**src/rtl/drpr_defines.svh**
```systemverilog
`ifndef DRPR_DEFINES_SVH
`define DRPR_DEFINES_SVH
// ----------------------------------------------------------------------
// Register map.
// ----------------------------------------------------------------------
`define DRPR_OFF_KPB   6'h00
`define DRPR_OFF_UDB   6'h04
`define DRPR_OFF_UPB   6'h08
`define DRPR_OFF_SIZE  6'h0C
// ----------------------------------------------------------------------
// Field layout and reset values.
// ----------------------------------------------------------------------
`define DRPR_BASE_MSB  15
`define DRPR_BASE_LSB  10
`define DRPR_BASE_RST  6'h00
`define DRPR_RAM_SIZE  32'h00008000
`define DRPR_RESP_OK   2'h0
`define DRPR_RESP_ERR  2'h2
`endif

```
**src/rtl/drpr_pkg.sv**
```systemverilog
package drpr_pkg;
  // Index of the three writable base registers.
  typedef enum logic [1:0] {DRPR_KPB, DRPR_UDB, DRPR_UPB} drpr_sel_t;
  typedef logic [5:0] drpr_field_t;
endpackage : drpr_pkg

```
**src/rtl/drpr_base_if.sv**
```systemverilog
// Carries one base write between the bus slave and the field store.
interface drpr_base_if;
  logic [2:0] wr_en;
  logic [5:0] wr_field;
  logic [5:0] field0;
  logic [5:0] field1;
  logic [5:0] field2;
  modport store (input wr_en, input wr_field,
                 output field0, output field1, output field2);
  modport ctrl  (output wr_en, output wr_field,
                 input field0, input field1, input field2);
endinterface : drpr_base_if

```
**src/rtl/drpr_base_store.sv**
```systemverilog
`include "drpr_defines.svh"
// ----------------------------------------------------------------------
// Three 6-bit base fields, cleared by reset.
// ----------------------------------------------------------------------
module drpr_base_store (
  input  wire logic  aclk,     // System clock.
  input  wire logic  aresetn,  // Synchronous reset, active low.
  input  wire logic  ce,       // Clock enable.
  drpr_base_if.store bus       // Write port and field outputs.
);
  logic [5:0] field_r [3];

  // Each field loads only on its own strobe.
  genvar g;
  generate
    for (g = 0; g < 3; g++) begin : g_f
      always_ff @(posedge aclk) begin
        if (!aresetn) begin
          field_r[g] <= `DRPR_BASE_RST;
        end else if (ce && bus.wr_en[g]) begin
          field_r[g] <= bus.wr_field;
        end
      end
    end
  endgenerate

  assign bus.field0 = field_r[0];
  assign bus.field1 = field_r[1];
  assign bus.field2 = field_r[2];
endmodule : drpr_base_store

```
**src/rtl/drpr_regs.sv**
```systemverilog
// The register offsets and the AXI4-Lite interface to the registers were decided locally.
`include "drpr_defines.svh"
module drpr_regs #(
  parameter logic [31:0] RAM_SIZE = `DRPR_RAM_SIZE  // 4, 8, 16 or 32 KB.
) (
  input  wire logic        aclk,          // System clock.
  input  wire logic        aresetn,       // Synchronous reset, active low.
  input  wire logic        ce,            // Clock enable, freezes state.
  input  wire logic [5:0]  s_awaddr,      // Write address.
  input  wire logic        s_awvalid,     // Write address valid.
  output logic             s_awready,     // Write address ready.
  input  wire logic [31:0] s_wdata,       // Write data.
  input  wire logic [3:0]  s_wstrb,       // Write byte strobes.
  input  wire logic        s_wvalid,      // Write data valid.
  output logic             s_wready,      // Write data ready.
  output logic [1:0]       s_bresp,       // Write response.
  output logic             s_bvalid,      // Write response valid.
  input  wire logic        s_bready,      // Write response ready.
  input  wire logic [5:0]  s_araddr,      // Read address.
  input  wire logic        s_arvalid,     // Read address valid.
  output logic             s_arready,     // Read address ready.
  output logic [31:0]      s_rdata,       // Read data.
  output logic [1:0]       s_rresp,       // Read response.
  output logic             s_rvalid,      // Read data valid.
  input  wire logic        s_rready,      // Read data ready.
  output logic [15:0]      kdata_end,     // Kernel data end, bytes.
  output logic [15:0]      kprog_base,    // Kernel program start, bytes.
  output logic [15:0]      udata_base,    // User data start, bytes.
  output logic [15:0]      uprog_base     // User program start, bytes.
);
  // --------------------------------------------------------------------
  // Write channel.
  // --------------------------------------------------------------------
  drpr_base_if bif ();

  logic        aw_have_r;
  logic        w_have_r;
  logic [5:0]  aw_addr_r;
  logic [31:0] w_data_r;
  logic [3:0]  w_strb_r;
  logic        wr_go;
  logic [5:0]  wr_a;
  logic [31:0] wr_d;
  logic [3:0]  wr_s;

  // Ready stays low while the clock enable is low, because a frozen slave
  // could not capture what a completed handshake hands it.
  assign s_awready = aw_have_r == 1'b0 && s_bvalid == 1'b0 && aresetn &&
                     ce;
  assign s_wready  = w_have_r == 1'b0 && s_bvalid == 1'b0 && aresetn &&
                     ce;

  // Address and data may arrive in either order or together.
  always_ff @(posedge aclk) begin
    if (!aresetn) begin
      aw_have_r <= 1'b0;
      w_have_r  <= 1'b0;
      aw_addr_r <= 6'h00;
      w_data_r  <= 32'h00000000;
      w_strb_r  <= 4'h0;
    end else if (ce) begin
      if (wr_go) begin
        aw_have_r <= 1'b0;
        w_have_r  <= 1'b0;
      end else begin
        if (s_awvalid && s_awready) begin
          aw_have_r <= 1'b1;
          aw_addr_r <= s_awaddr;
        end
        if (s_wvalid && s_wready) begin
          w_have_r <= 1'b1;
          w_data_r <= s_wdata;
          w_strb_r <= s_wstrb;
        end
      end
    end
  end

  // A write completes once both halves are known.
  always_comb begin
    wr_a  = aw_have_r ? aw_addr_r : s_awaddr;
    wr_d  = w_have_r ? w_data_r : s_wdata;
    wr_s  = w_have_r ? w_strb_r : s_wstrb;
    wr_go = (aw_have_r || (s_awvalid && s_awready)) &&
            (w_have_r || (s_wvalid && s_wready));
  end

  // Only byte lane 1 holds writable bits; other lanes are ignored.
  always_comb begin
    bif.wr_en    = 3'h0;
    bif.wr_field = wr_d[`DRPR_BASE_MSB:`DRPR_BASE_LSB];
    if (wr_go && wr_s[1]) begin
      case (wr_a[5:2])
        4'h0:    bif.wr_en[drpr_pkg::DRPR_KPB] = 1'b1;
        4'h1:    bif.wr_en[drpr_pkg::DRPR_UDB] = 1'b1;
        4'h2:    bif.wr_en[drpr_pkg::DRPR_UPB] = 1'b1;
        default: bif.wr_en = 3'h0;
      endcase
    end
  end

  drpr_base_store u_store (
    .aclk    (aclk),
    .aresetn (aresetn),
    .ce      (ce),
    .bus     (bif)
  );

  // Response: unmapped addresses get SLVERR, the size register ignores.
  always_ff @(posedge aclk) begin
    if (!aresetn) begin
      s_bvalid <= 1'b0;
      s_bresp  <= `DRPR_RESP_OK;
    end else if (ce) begin
      if (wr_go) begin
        s_bvalid <= 1'b1;
        s_bresp  <= (wr_a[5:2] <= 4'h3) ? `DRPR_RESP_OK : `DRPR_RESP_ERR;
      end else if (s_bready) begin
        s_bvalid <= 1'b0;
      end
    end
  end

  // --------------------------------------------------------------------
  // Read channel.
  // --------------------------------------------------------------------
  assign s_arready = s_rvalid == 1'b0 && aresetn && ce;

  // Base fields sit in bits 15:10; all other bits return zero.
  function automatic logic [31:0] base_word(input logic [5:0] f);
    base_word = {16'h0000, f, 10'h000};
  endfunction : base_word

  always_ff @(posedge aclk) begin
    if (!aresetn) begin
      s_rvalid <= 1'b0;
      s_rdata  <= 32'h00000000;
      s_rresp  <= `DRPR_RESP_OK;
    end else if (ce) begin
      if (s_arvalid && s_arready) begin
        s_rvalid <= 1'b1;
        s_rresp  <= `DRPR_RESP_OK;
        case (s_araddr[5:2])
          4'h0:    s_rdata <= base_word(bif.field0);
          4'h1:    s_rdata <= base_word(bif.field1);
          4'h2:    s_rdata <= base_word(bif.field2);
          4'h3:    s_rdata <= RAM_SIZE;
          default: begin
            s_rdata <= 32'h00000000;
            s_rresp <= `DRPR_RESP_ERR;
          end
        endcase
      end else if (s_rready) begin
        s_rvalid <= 1'b0;
      end
    end
  end

  // --------------------------------------------------------------------
  // Region boundaries for the access checker.
  // --------------------------------------------------------------------
  logic [15:0] kp_b;
  logic [15:0] ud_b;
  logic [15:0] up_b;
  logic [15:0] first_nz;

  // A zero base means the region is absent, so kernel data runs to the
  // first programmed base or, with none, to the end of RAM.
  always_comb begin
    kp_b = {bif.field0, 10'h000};
    ud_b = {bif.field1, 10'h000};
    up_b = {bif.field2, 10'h000};
    if (kp_b != 16'h0000) begin
      first_nz = kp_b;
    end else if (ud_b != 16'h0000) begin
      first_nz = ud_b;
    end else if (up_b != 16'h0000) begin
      first_nz = up_b;
    end else begin
      first_nz = RAM_SIZE[15:0]; // 32 KB still fits in 16 bits.
    end
  end

  always_ff @(posedge aclk) begin
    if (!aresetn) begin
      kdata_end  <= RAM_SIZE[15:0];
      kprog_base <= 16'h0000;
      udata_base <= 16'h0000;
      uprog_base <= 16'h0000;
    end else if (ce) begin
      kdata_end  <= first_nz;
      kprog_base <= kp_b;
      udata_base <= ud_b;
      uprog_base <= up_b;
    end
  end

  // --------------------------------------------------------------------
  // Checks.
  // --------------------------------------------------------------------
  a_base_low_zero: assert property (@(posedge aclk) disable iff (!aresetn)
    ce && s_arvalid && s_arready && s_araddr[5:2] <= 4'h2 |=>
    s_rdata[9:0] == 10'h000)
    else $error("base low bits nonzero");
  a_read_high_zero: assert property (@(posedge aclk) disable iff (!aresetn)
    $rose(s_rvalid) && s_rresp == `DRPR_RESP_OK &&
    s_rdata != RAM_SIZE |-> s_rdata[31:16] == 16'h0000 &&
    s_rdata[9:0] == 10'h000)
    else $error("base read reserved bits nonzero");
  a_reset_clear: assert property (@(posedge aclk)
    !aresetn |=> kprog_base == 16'h0000 && udata_base == 16'h0000 &&
    uprog_base == 16'h0000)
    else $error("bases not cleared by reset");
  a_kp_write: assert property (@(posedge aclk) disable iff (!aresetn)
    ce && bif.wr_en[0] |=> bif.field0 == $past(bif.wr_field))
    else $error("kernel program base not written");
  a_ud_write: assert property (@(posedge aclk) disable iff (!aresetn)
    ce && bif.wr_en[1] |=> bif.field1 == $past(bif.wr_field))
    else $error("user data base not written");
  a_up_write: assert property (@(posedge aclk) disable iff (!aresetn)
    ce && bif.wr_en[2] |=> bif.field2 == $past(bif.wr_field))
    else $error("user program base not written");
  a_size_read: assert property (@(posedge aclk) disable iff (!aresetn)
    ce && s_arvalid && s_arready && s_araddr[5:2] == 4'h3 |=>
    s_rvalid && s_rdata == RAM_SIZE)
    else $error("size read wrong");
  a_kdata_bound: assert property (@(posedge aclk) disable iff (!aresetn)
    ce ##1 ce && $stable(kp_b) && kp_b != 16'h0000 |-> kdata_end == kp_b)
    else $error("kernel data end wrong");
  a_bresp_one: assert property (@(posedge aclk) disable iff (!aresetn)
    ce && wr_go |=> s_bvalid)
    else $error("no write response");
  c_write_kp: cover property (@(posedge aclk) bif.wr_en[0]);
  c_read_size: cover property (@(posedge aclk)
    $rose(s_rvalid) && s_rdata == RAM_SIZE);
  c_all_set: cover property (@(posedge aclk) kp_b != 16'h0000 &&
    ud_b > kp_b && up_b > ud_b);
  c_bad_addr: cover property (@(posedge aclk) s_bvalid &&
    s_bresp == `DRPR_RESP_ERR);
endmodule : drpr_regs

```
**config.mk**
```make
export PLATFORM = sky130hd
export DESIGN_NAME = drpr_regs
export DESIGN_NICKNAME = d
export VERILOG_FILES = /design/src/rtl/drpr_pkg.sv /design/src/rtl/drpr_base_if.sv /design/src/rtl/drpr_base_store.sv /design/src/rtl/drpr_regs.sv
export VERILOG_INCLUDE_DIRS = /design/src /design/src/rtl
export SDC_FILE = /design/constraint.sdc
export NUM_CORES = 1
export LEC_CHECK = 0
export ABC_CLOCK_PERIOD_IN_PS = 7400
export BUFFER_PORTS_ARGS = -buffer_cell sky130_fd_sc_hd__clkbuf_2
export CAP_MARGIN = 10
export CORE_ASPECT_RATIO = 0.6
export CORE_MARGIN = 4
export CORE_UTILIZATION = 45
export DETAILED_ROUTE_END_ITERATION = 10
export PLACE_DENSITY_LB_ADDON = 0.12
export SLEW_MARGIN = 20
export SYNTH_ARGS = -nofsm -noshare
export SYNTH_HDL_FRONTEND = slang
export SYNTH_HIERARCHICAL = 1
export SYNTH_SLANG_ARGS = --single-unit
```
**constraint.sdc**
```tcl
create_clock -name aclk -period 7.4 [get_ports aclk]
set_clock_uncertainty 0.1 [all_clocks]
set_input_delay 1.48 -clock aclk [delete_from_list [all_inputs] [get_ports aclk]]
set_output_delay 1.48 -clock aclk [all_outputs]
set_load 0.05 [all_outputs]
```
# Word-level counts from Yosys, hierarchy flattened
# Memories as Yosys holds them, arrays and structs flattened.
# Cells that the tools add are included.
[totals] reg_bits=98 latch_bits=0 ramBits=18 rom_bits=0 inputBits=56 output_inout_bits=105 word_cells=99 memories=1
[op_classes] n_addsub=0 n_mul=0 div_mod_pow=0 magnitude_cmp=1 n_eq_ne=5 n_shift=0 muxes=34 bitwise=8 reduce_logical=36
[mem_list] name="u_store.field_r" words=3 word_bits=6 rd=3 rd_clocked_by_memory_dff=0 wr=3 line="drpr_base_store.sv:11" rtl="logic [5:0] field_r [3];"
[ops] op="$mux 16" n=4
[ops] op="$pmux 16 s4" n=1
[ops] op="$mux 6" n=4
[ops] op="$mux 1" n=21
[ops] op="$reduce_bool 6->1" n=3
[ops] op="$logic_and 1x1->1" n=16
[ops] op="$eq 4x2->1 const B" n=3
[ops] op="$reduce_and 2->1" n=6
[ops] op="$eq 4x1->1 const B" n=2
[ops] op="$logic_not 4->1" n=2
[ops] op="$reduce_bool 2->1" n=4
[ops] op="$mux 2" n=3
[ops] op="$reduce_and 3->1" n=2
[ops] op="$not 1->1" n=5
[ops] op="$le 4x2->1 const B" n=1
[ops] op="$reduce_or 4->1" n=1
[ops] op="$mux 3" n=1
[ops] op="$or 1x1->1" n=3
[ops] op="$logic_or 1x1->1" n=2

# Longest topological paths before layout
[depth] word_depth=14 ltp_mapped=6

# Modules after synthesis
# The synthesis kept the hierarchy.
[modules_own_cells] module="drpr_regs" n_inst=1 cells_each=314 area_each_um2=2740.1 seq_area_each_um2=940.9
[modules_own_cells] module="drpr_base_store" n_inst=1 cells_each=43 area_each_um2=764.5 seq_area_each_um2=540.5

# Least setup slack after synthesis
# Ideal clock, no wire load.
[synth_timing] path_kind="input -> output" from="input port aresetn" to="output port s_arready" arrival_time_ns=2.907 slack_ns=2.913 stages=5 path_buffers=3 path_cell_list="buf_2 -> clkbuf_1 -> clkbuf_1 -> nand2_1 -> nor2_1"
[synth_between] elab_chain_cells=2
[synth_lines] item="from (decl)" line="drpr_regs.sv:7" rtl="input wire logic aresetn,"
[synth_lines] item="$logic_and 1x1->1 (2 in series)" line="drpr_regs.sv:127" rtl="assign s_arready = s_rvalid == 1'b0 && aresetn && ce;"
[synth_lines] item="to (decl)" line="drpr_regs.sv:21" rtl="output logic s_arready,"
# No other way between the ends.

# Worst setup path after layout
[layout_timing] from="input port ce" to="output port s_wready"
[layout_between] elab_chain_cells=1
[layout_lines] item="from (decl)" line="drpr_regs.sv:8" rtl="input wire logic ce,"
[layout_lines] item="$logic_and 1x1->1" line="drpr_regs.sv:50" rtl="assign s_wready = w_have_r == 1'b0 && s_bvalid == 1'b0 && aresetn &&"
[layout_lines] item="to (decl)" line="drpr_regs.sv:15" rtl="output logic s_wready,"
# No other way between the ends.

==> impl_metrics.prom <==
# TYPE chip_impl_metric gauge
chip_impl_metric{name="grt_overflow_total",unit=""} 0
chip_impl_metric{name="post_route_cells_drive_above_1_share",unit=""} 0.192
chip_impl_metric{name="synthDominantCellAreaShare",unit=""} 0.268
chip_impl_metric{name="vias",unit=""} 2451
chip_impl_metric{name="pwr-share-clk",unit=""} 0.416
chip_impl_metric{name="floorplan.initialDensity",unit=""} 0.473
chip_impl_info{name="cp_cell_sequence",value="clkbuf_2 > nand4bb_1 > inv_1 > clkbuf_2"} 1
chip_impl_info{name="cts.root.buffer_cell",value="clkbuf_16"} 1
chip_impl_metric{name="synth_simple_gate_area_share",unit=""} 0.194
chip_impl_metric{name="post_synthesis_compound_gate_area_fraction",unit=""} 0.0928
chip_impl_info{name="worstSetupPathType",value="in2out"} 1
chip_impl_metric{name="yosysWarnings",unit=""} 6
chip_impl_metric{name="switching_power",unit="uW"} 296
chip_impl_metric{name="die_height",unit="um"} 76.4
chip_impl_metric{name="clk_latency",unit="ns"} 0.33
chip_impl_metric{name="muxShareOfSynthArea",unit=""} 0.110
chip_impl_metric{name="critical-path-max-stage-delay",unit="ns"} 0.39
chip_impl_metric{name="post-route-util",unit=""} 0.522
chip_impl_info{name="yosys-top-cells-count",value="70 x buf_4, 47 x dfxtp_1, 37 x nand2_1"} 1
chip_impl_metric{name="cts_setup_buffers",unit=""} 0
chip_impl_metric{name="final-max-slew-violation-count",unit=""} 0
chip_impl_metric{name="pin_count_of_the_biggest_net_entering_global_routing",unit=""} 66
chip_impl_metric{name="fillerInstances",unit=""} 720
chip_impl_info{name="run_status",value="completed"} 1
chip_impl_metric{name="number_of_nets_in_the_final_layout",unit=""} 467
chip_impl_metric{name="drt-total-wl",unit="um"} 7870
chip_impl_metric{name="mappedNetlistArea",unit="sq um"} 3500
chip_impl_metric{name="first_global_vias",unit=""} 2206
chip_impl_metric{name="critical_path.max_fanout",unit=""} 21
chip_impl_metric{name="p_total",unit="uW"} 959
chip_impl_metric{name="power_frac_comb",unit=""} 0.177
chip_impl_metric{name="cts_max_path_buffers",unit=""} 2
chip_impl_metric{name="multiInputGateArea",unit="sq um"} 1640
chip_impl_metric{name="grt_first_pass_wirelength",unit="um"} 12100
chip_impl_metric{name="count_of_port_buffers_added_during_placement",unit=""} 59
chip_impl_info{name="largest_family_of_logic_cells_by_synthesized_area",value="simple AND/OR/NAND/NOR gates"} 1
chip_impl_metric{name="cts.sink_count",unit=""} 65
chip_impl_info{name="yosysMostFrequentCell",value="buf_4"} 1
chip_impl_metric{name="achievable-frequency",unit="MHz"} 247
chip_impl_metric{name="cts-buffers-inserted",unit=""} 9
chip_impl_metric{name="ys_ff_latch",unit=""} 65
chip_impl_metric{name="max_cap_violations",unit=""} 0
chip_impl_metric{name="internal_power",unit="uW"} 663
chip_impl_metric{name="worst_slew_pin_slew",unit="ns"} 0.702
chip_impl_metric{name="synth_xor_xnor_area_share",unit=""} 0
chip_impl_metric{name="postRouteAntennaNets",unit=""} 0
chip_impl_metric{name="cts_hold_buf",unit=""} 0
chip_impl_metric{name="number_of_antenna_violations_at_the_first_check_in_global_routing",unit=""} 0
chip_impl_metric{name="place.detailed.hpwl",unit="um"} 5690
chip_impl_metric{name="area_growth_syn_to_layout",unit="%"} 10.5
chip_impl_metric{name="dr.first_iter.drc_count",unit=""} 216
chip_impl_metric{name="clk_transition_reported_paths",unit="ns"} 0.05
chip_impl_info{name="netlist_top_cells_area",value="dfxtp_1 27%, edfxtp_1 15%, buf_4 15%"} 1
chip_impl_info{name="synth_ff_type",value="dfxtp_1"} 1
chip_impl_metric{name="syn_inst",unit=""} 357
chip_impl_metric{name="post_synthesis_sequential_area_ratio",unit=""} 0.423
chip_impl_metric{name="critPathRequiredTime",unit="ns"} 5.82
chip_impl_info{name="synth_largest_area_cell",value="dfxtp_1"} 1
chip_impl_metric{name="drc_errors",unit=""} 0
chip_impl_metric{name="drt_pass1_iterations",unit=""} 4
chip_impl_info{name="min_path_type",value="reg2reg"} 1
chip_impl_info{name="slowest_stage",value="clkbuf_2"} 1
chip_impl_metric{name="synth.avg_cell_area",unit="sq um"} 9.82
chip_impl_info{name="crit_path_start_kind",value="input pin"} 1
chip_impl_metric{name="finalSetupTns",unit="ns"} 0
chip_impl_info{name="critPathMostFrequentCell",value="clkbuf_2"} 1
chip_impl_metric{name="rows",unit=""} 24
chip_impl_metric{name="wl_per_cell",unit="um"} 15.1
chip_impl_metric{name="power.density",unit="nW/um^2"} 248
chip_impl_metric{name="floorplan.io_pins",unit=""} 161
chip_impl_metric{name="vias_per_cell",unit=""} 4.71
chip_impl_metric{name="sequential_cell_area",unit="sq um"} 1480
chip_impl_metric{name="finalSetupViolations",unit=""} 0
chip_impl_metric{name="crit_arrival",unit="ns"} 2.46
chip_impl_metric{name="area_of_the_core",unit="sq um"} 7420
chip_impl_metric{name="antenna_cells",unit=""} 0
chip_impl_info{name="unrepaired_setup_endpoints_after_global_routing",value="no"} 1
chip_impl_metric{name="synthArstFlopShare",unit=""} 0
chip_impl_metric{name="ctsHtreeMaxLevel",unit=""} 3
chip_impl_metric{name="number_of_unique_standard_cell_types_used_by_synthesis",unit=""} 45
chip_impl_metric{name="die_width",unit="um"} 122
chip_impl_metric{name="cts-resized-gates",unit=""} 0
chip_impl_metric{name="synth-edff-count",unit=""} 18
chip_impl_metric{name="final-hold-violation-count",unit=""} 0
chip_impl_metric{name="vdd.ir_drop.worst",unit="V"} 0.000137
chip_impl_metric{name="share_of_power_burned_in_registers",unit=""} 0.407
chip_impl_metric{name="gp_congestion",unit=""} 0.827
chip_impl_metric{name="p_sw_frac",unit=""} 0.308
chip_impl_metric{name="grt.total_usage",unit=""} 0.169
chip_impl_metric{name="fp.dieArea",unit="sq um"} 9310
chip_impl_info{name="endpoint_kind",value="primary output"} 1
chip_impl_metric{name="synth_fa_ha_area_frac",unit=""} 0
chip_impl_metric{name="layout_worst_path_cycle_share",unit=""} 0.546
chip_impl_metric{name="period_minus_slack",unit="ns"} 4.04
chip_impl_info{name="tritoncts",value="yes"} 1
chip_impl_metric{name="slew-limit-headroom",unit=""} 0.528
chip_impl_metric{name="power.static_leakage",unit="uW"} 0.00171
## flip-flops by register name, summed over array words and instances (netlist names)
signal,count
aw_have_r,1
u_store/field_r,18
s_bresp,1
kprog_base,6
kdata_end,6
s_bvalid,1
w_strb_r,1
s_rvalid,1
s_rresp,1
udata_base,6
aw_addr_r,4
w_have_r,1
w_data_r,6
uprog_base,6
s_rdata,6
## final timing paths
check,from,endpoint,slack (ns),depth (start not counted)
max reg2reg,s_bvalid,u_store/field_r[2][5],4.88,5
min,w_data_r[12],w_data_r[12],0.34,2
min reg2reg,w_data_r[12],w_data_r[12],0.34,2
max,ce,s_wready,3.36,4
## power by group through the flow
stage | combinational, uW | sequential [uW] | clock [uW]
floorplan | 151 | 416 | 0
global placement | 168 | 398 | 0
detailed placement | 168 | 398 | 0
CTS | 169 | 391 | 410
global route | 179 | 392 | 428
finish | 169 | 391 | 399
## metal layers
metal	GRT usage	routed length [um]
met5	0	0
met4	0.0336	30
met1	0.252	4070
met2	0.221	3170
met3	0.0749	601
## cell type report
| type | instances | area share |
|---|---|---|
| multi-input cells | 267 | 0.424 |
| flip-flops and latches | 65 | 0.382 |
| repair buffers | 62 | 0.0820 |
| clock buffers | 10 | 0.0591 |
| well taps | 104 | 0.0336 |
| clock inverters | 6 | 0.0126 |
| inverters | 6 | 0.00581 |
## through the flow
step / hold slack, ns / cells / setup WS [ns] / cell area [sq um]
2_1_floorplan: 0.326 / 424 / 2.91 / 3760
3_3_place_gp: 0.334 / 504 / 3.36 / 3600
3_5_place_dp: 0.339 / 504 / 3.36 / 3600
4_1_cts: 0.347 / 520 / 3.36 / 3870
5_1_grt: 0.369 / 520 / 3.28 / 3870
6_report: 0.343 / 520 / 3.36 / 3870
## kinds of logic (layout without fill, tap and decap cells)
group                  count (synthesis)  in the layout
buffers and inverters                 92             84
muxes                                 37             37
DFF                                   65             65
other                                  1             68
and+or+nand+nor                      112            112
AOI/OAI and AO/OA                     50             50
## cell usage in the layout, fill, tap and decap left out, types with 9 or more instances in the layout
master	synthesis	layout
clkbuf_16	0	9
nor2_1	9	9
a21oi_1	9	9
dfxtp_1	47	47
mux2_1	11	11
edfxtp_1	18	18
clkbuf_2	0	59
conb_1	1	68
nand2_1	37	37
mux2i_1	26	26
and4_1	17	17
o21ai_1	18	18
nor2b_1	27	27
## critical path, delay by kind of cell
kind                   cells  cell delay [ns]
buffers and inverters      3             0.76
AND/OR/NAND/NOR            1             0.21
Power figures use the tool's default switching activity.
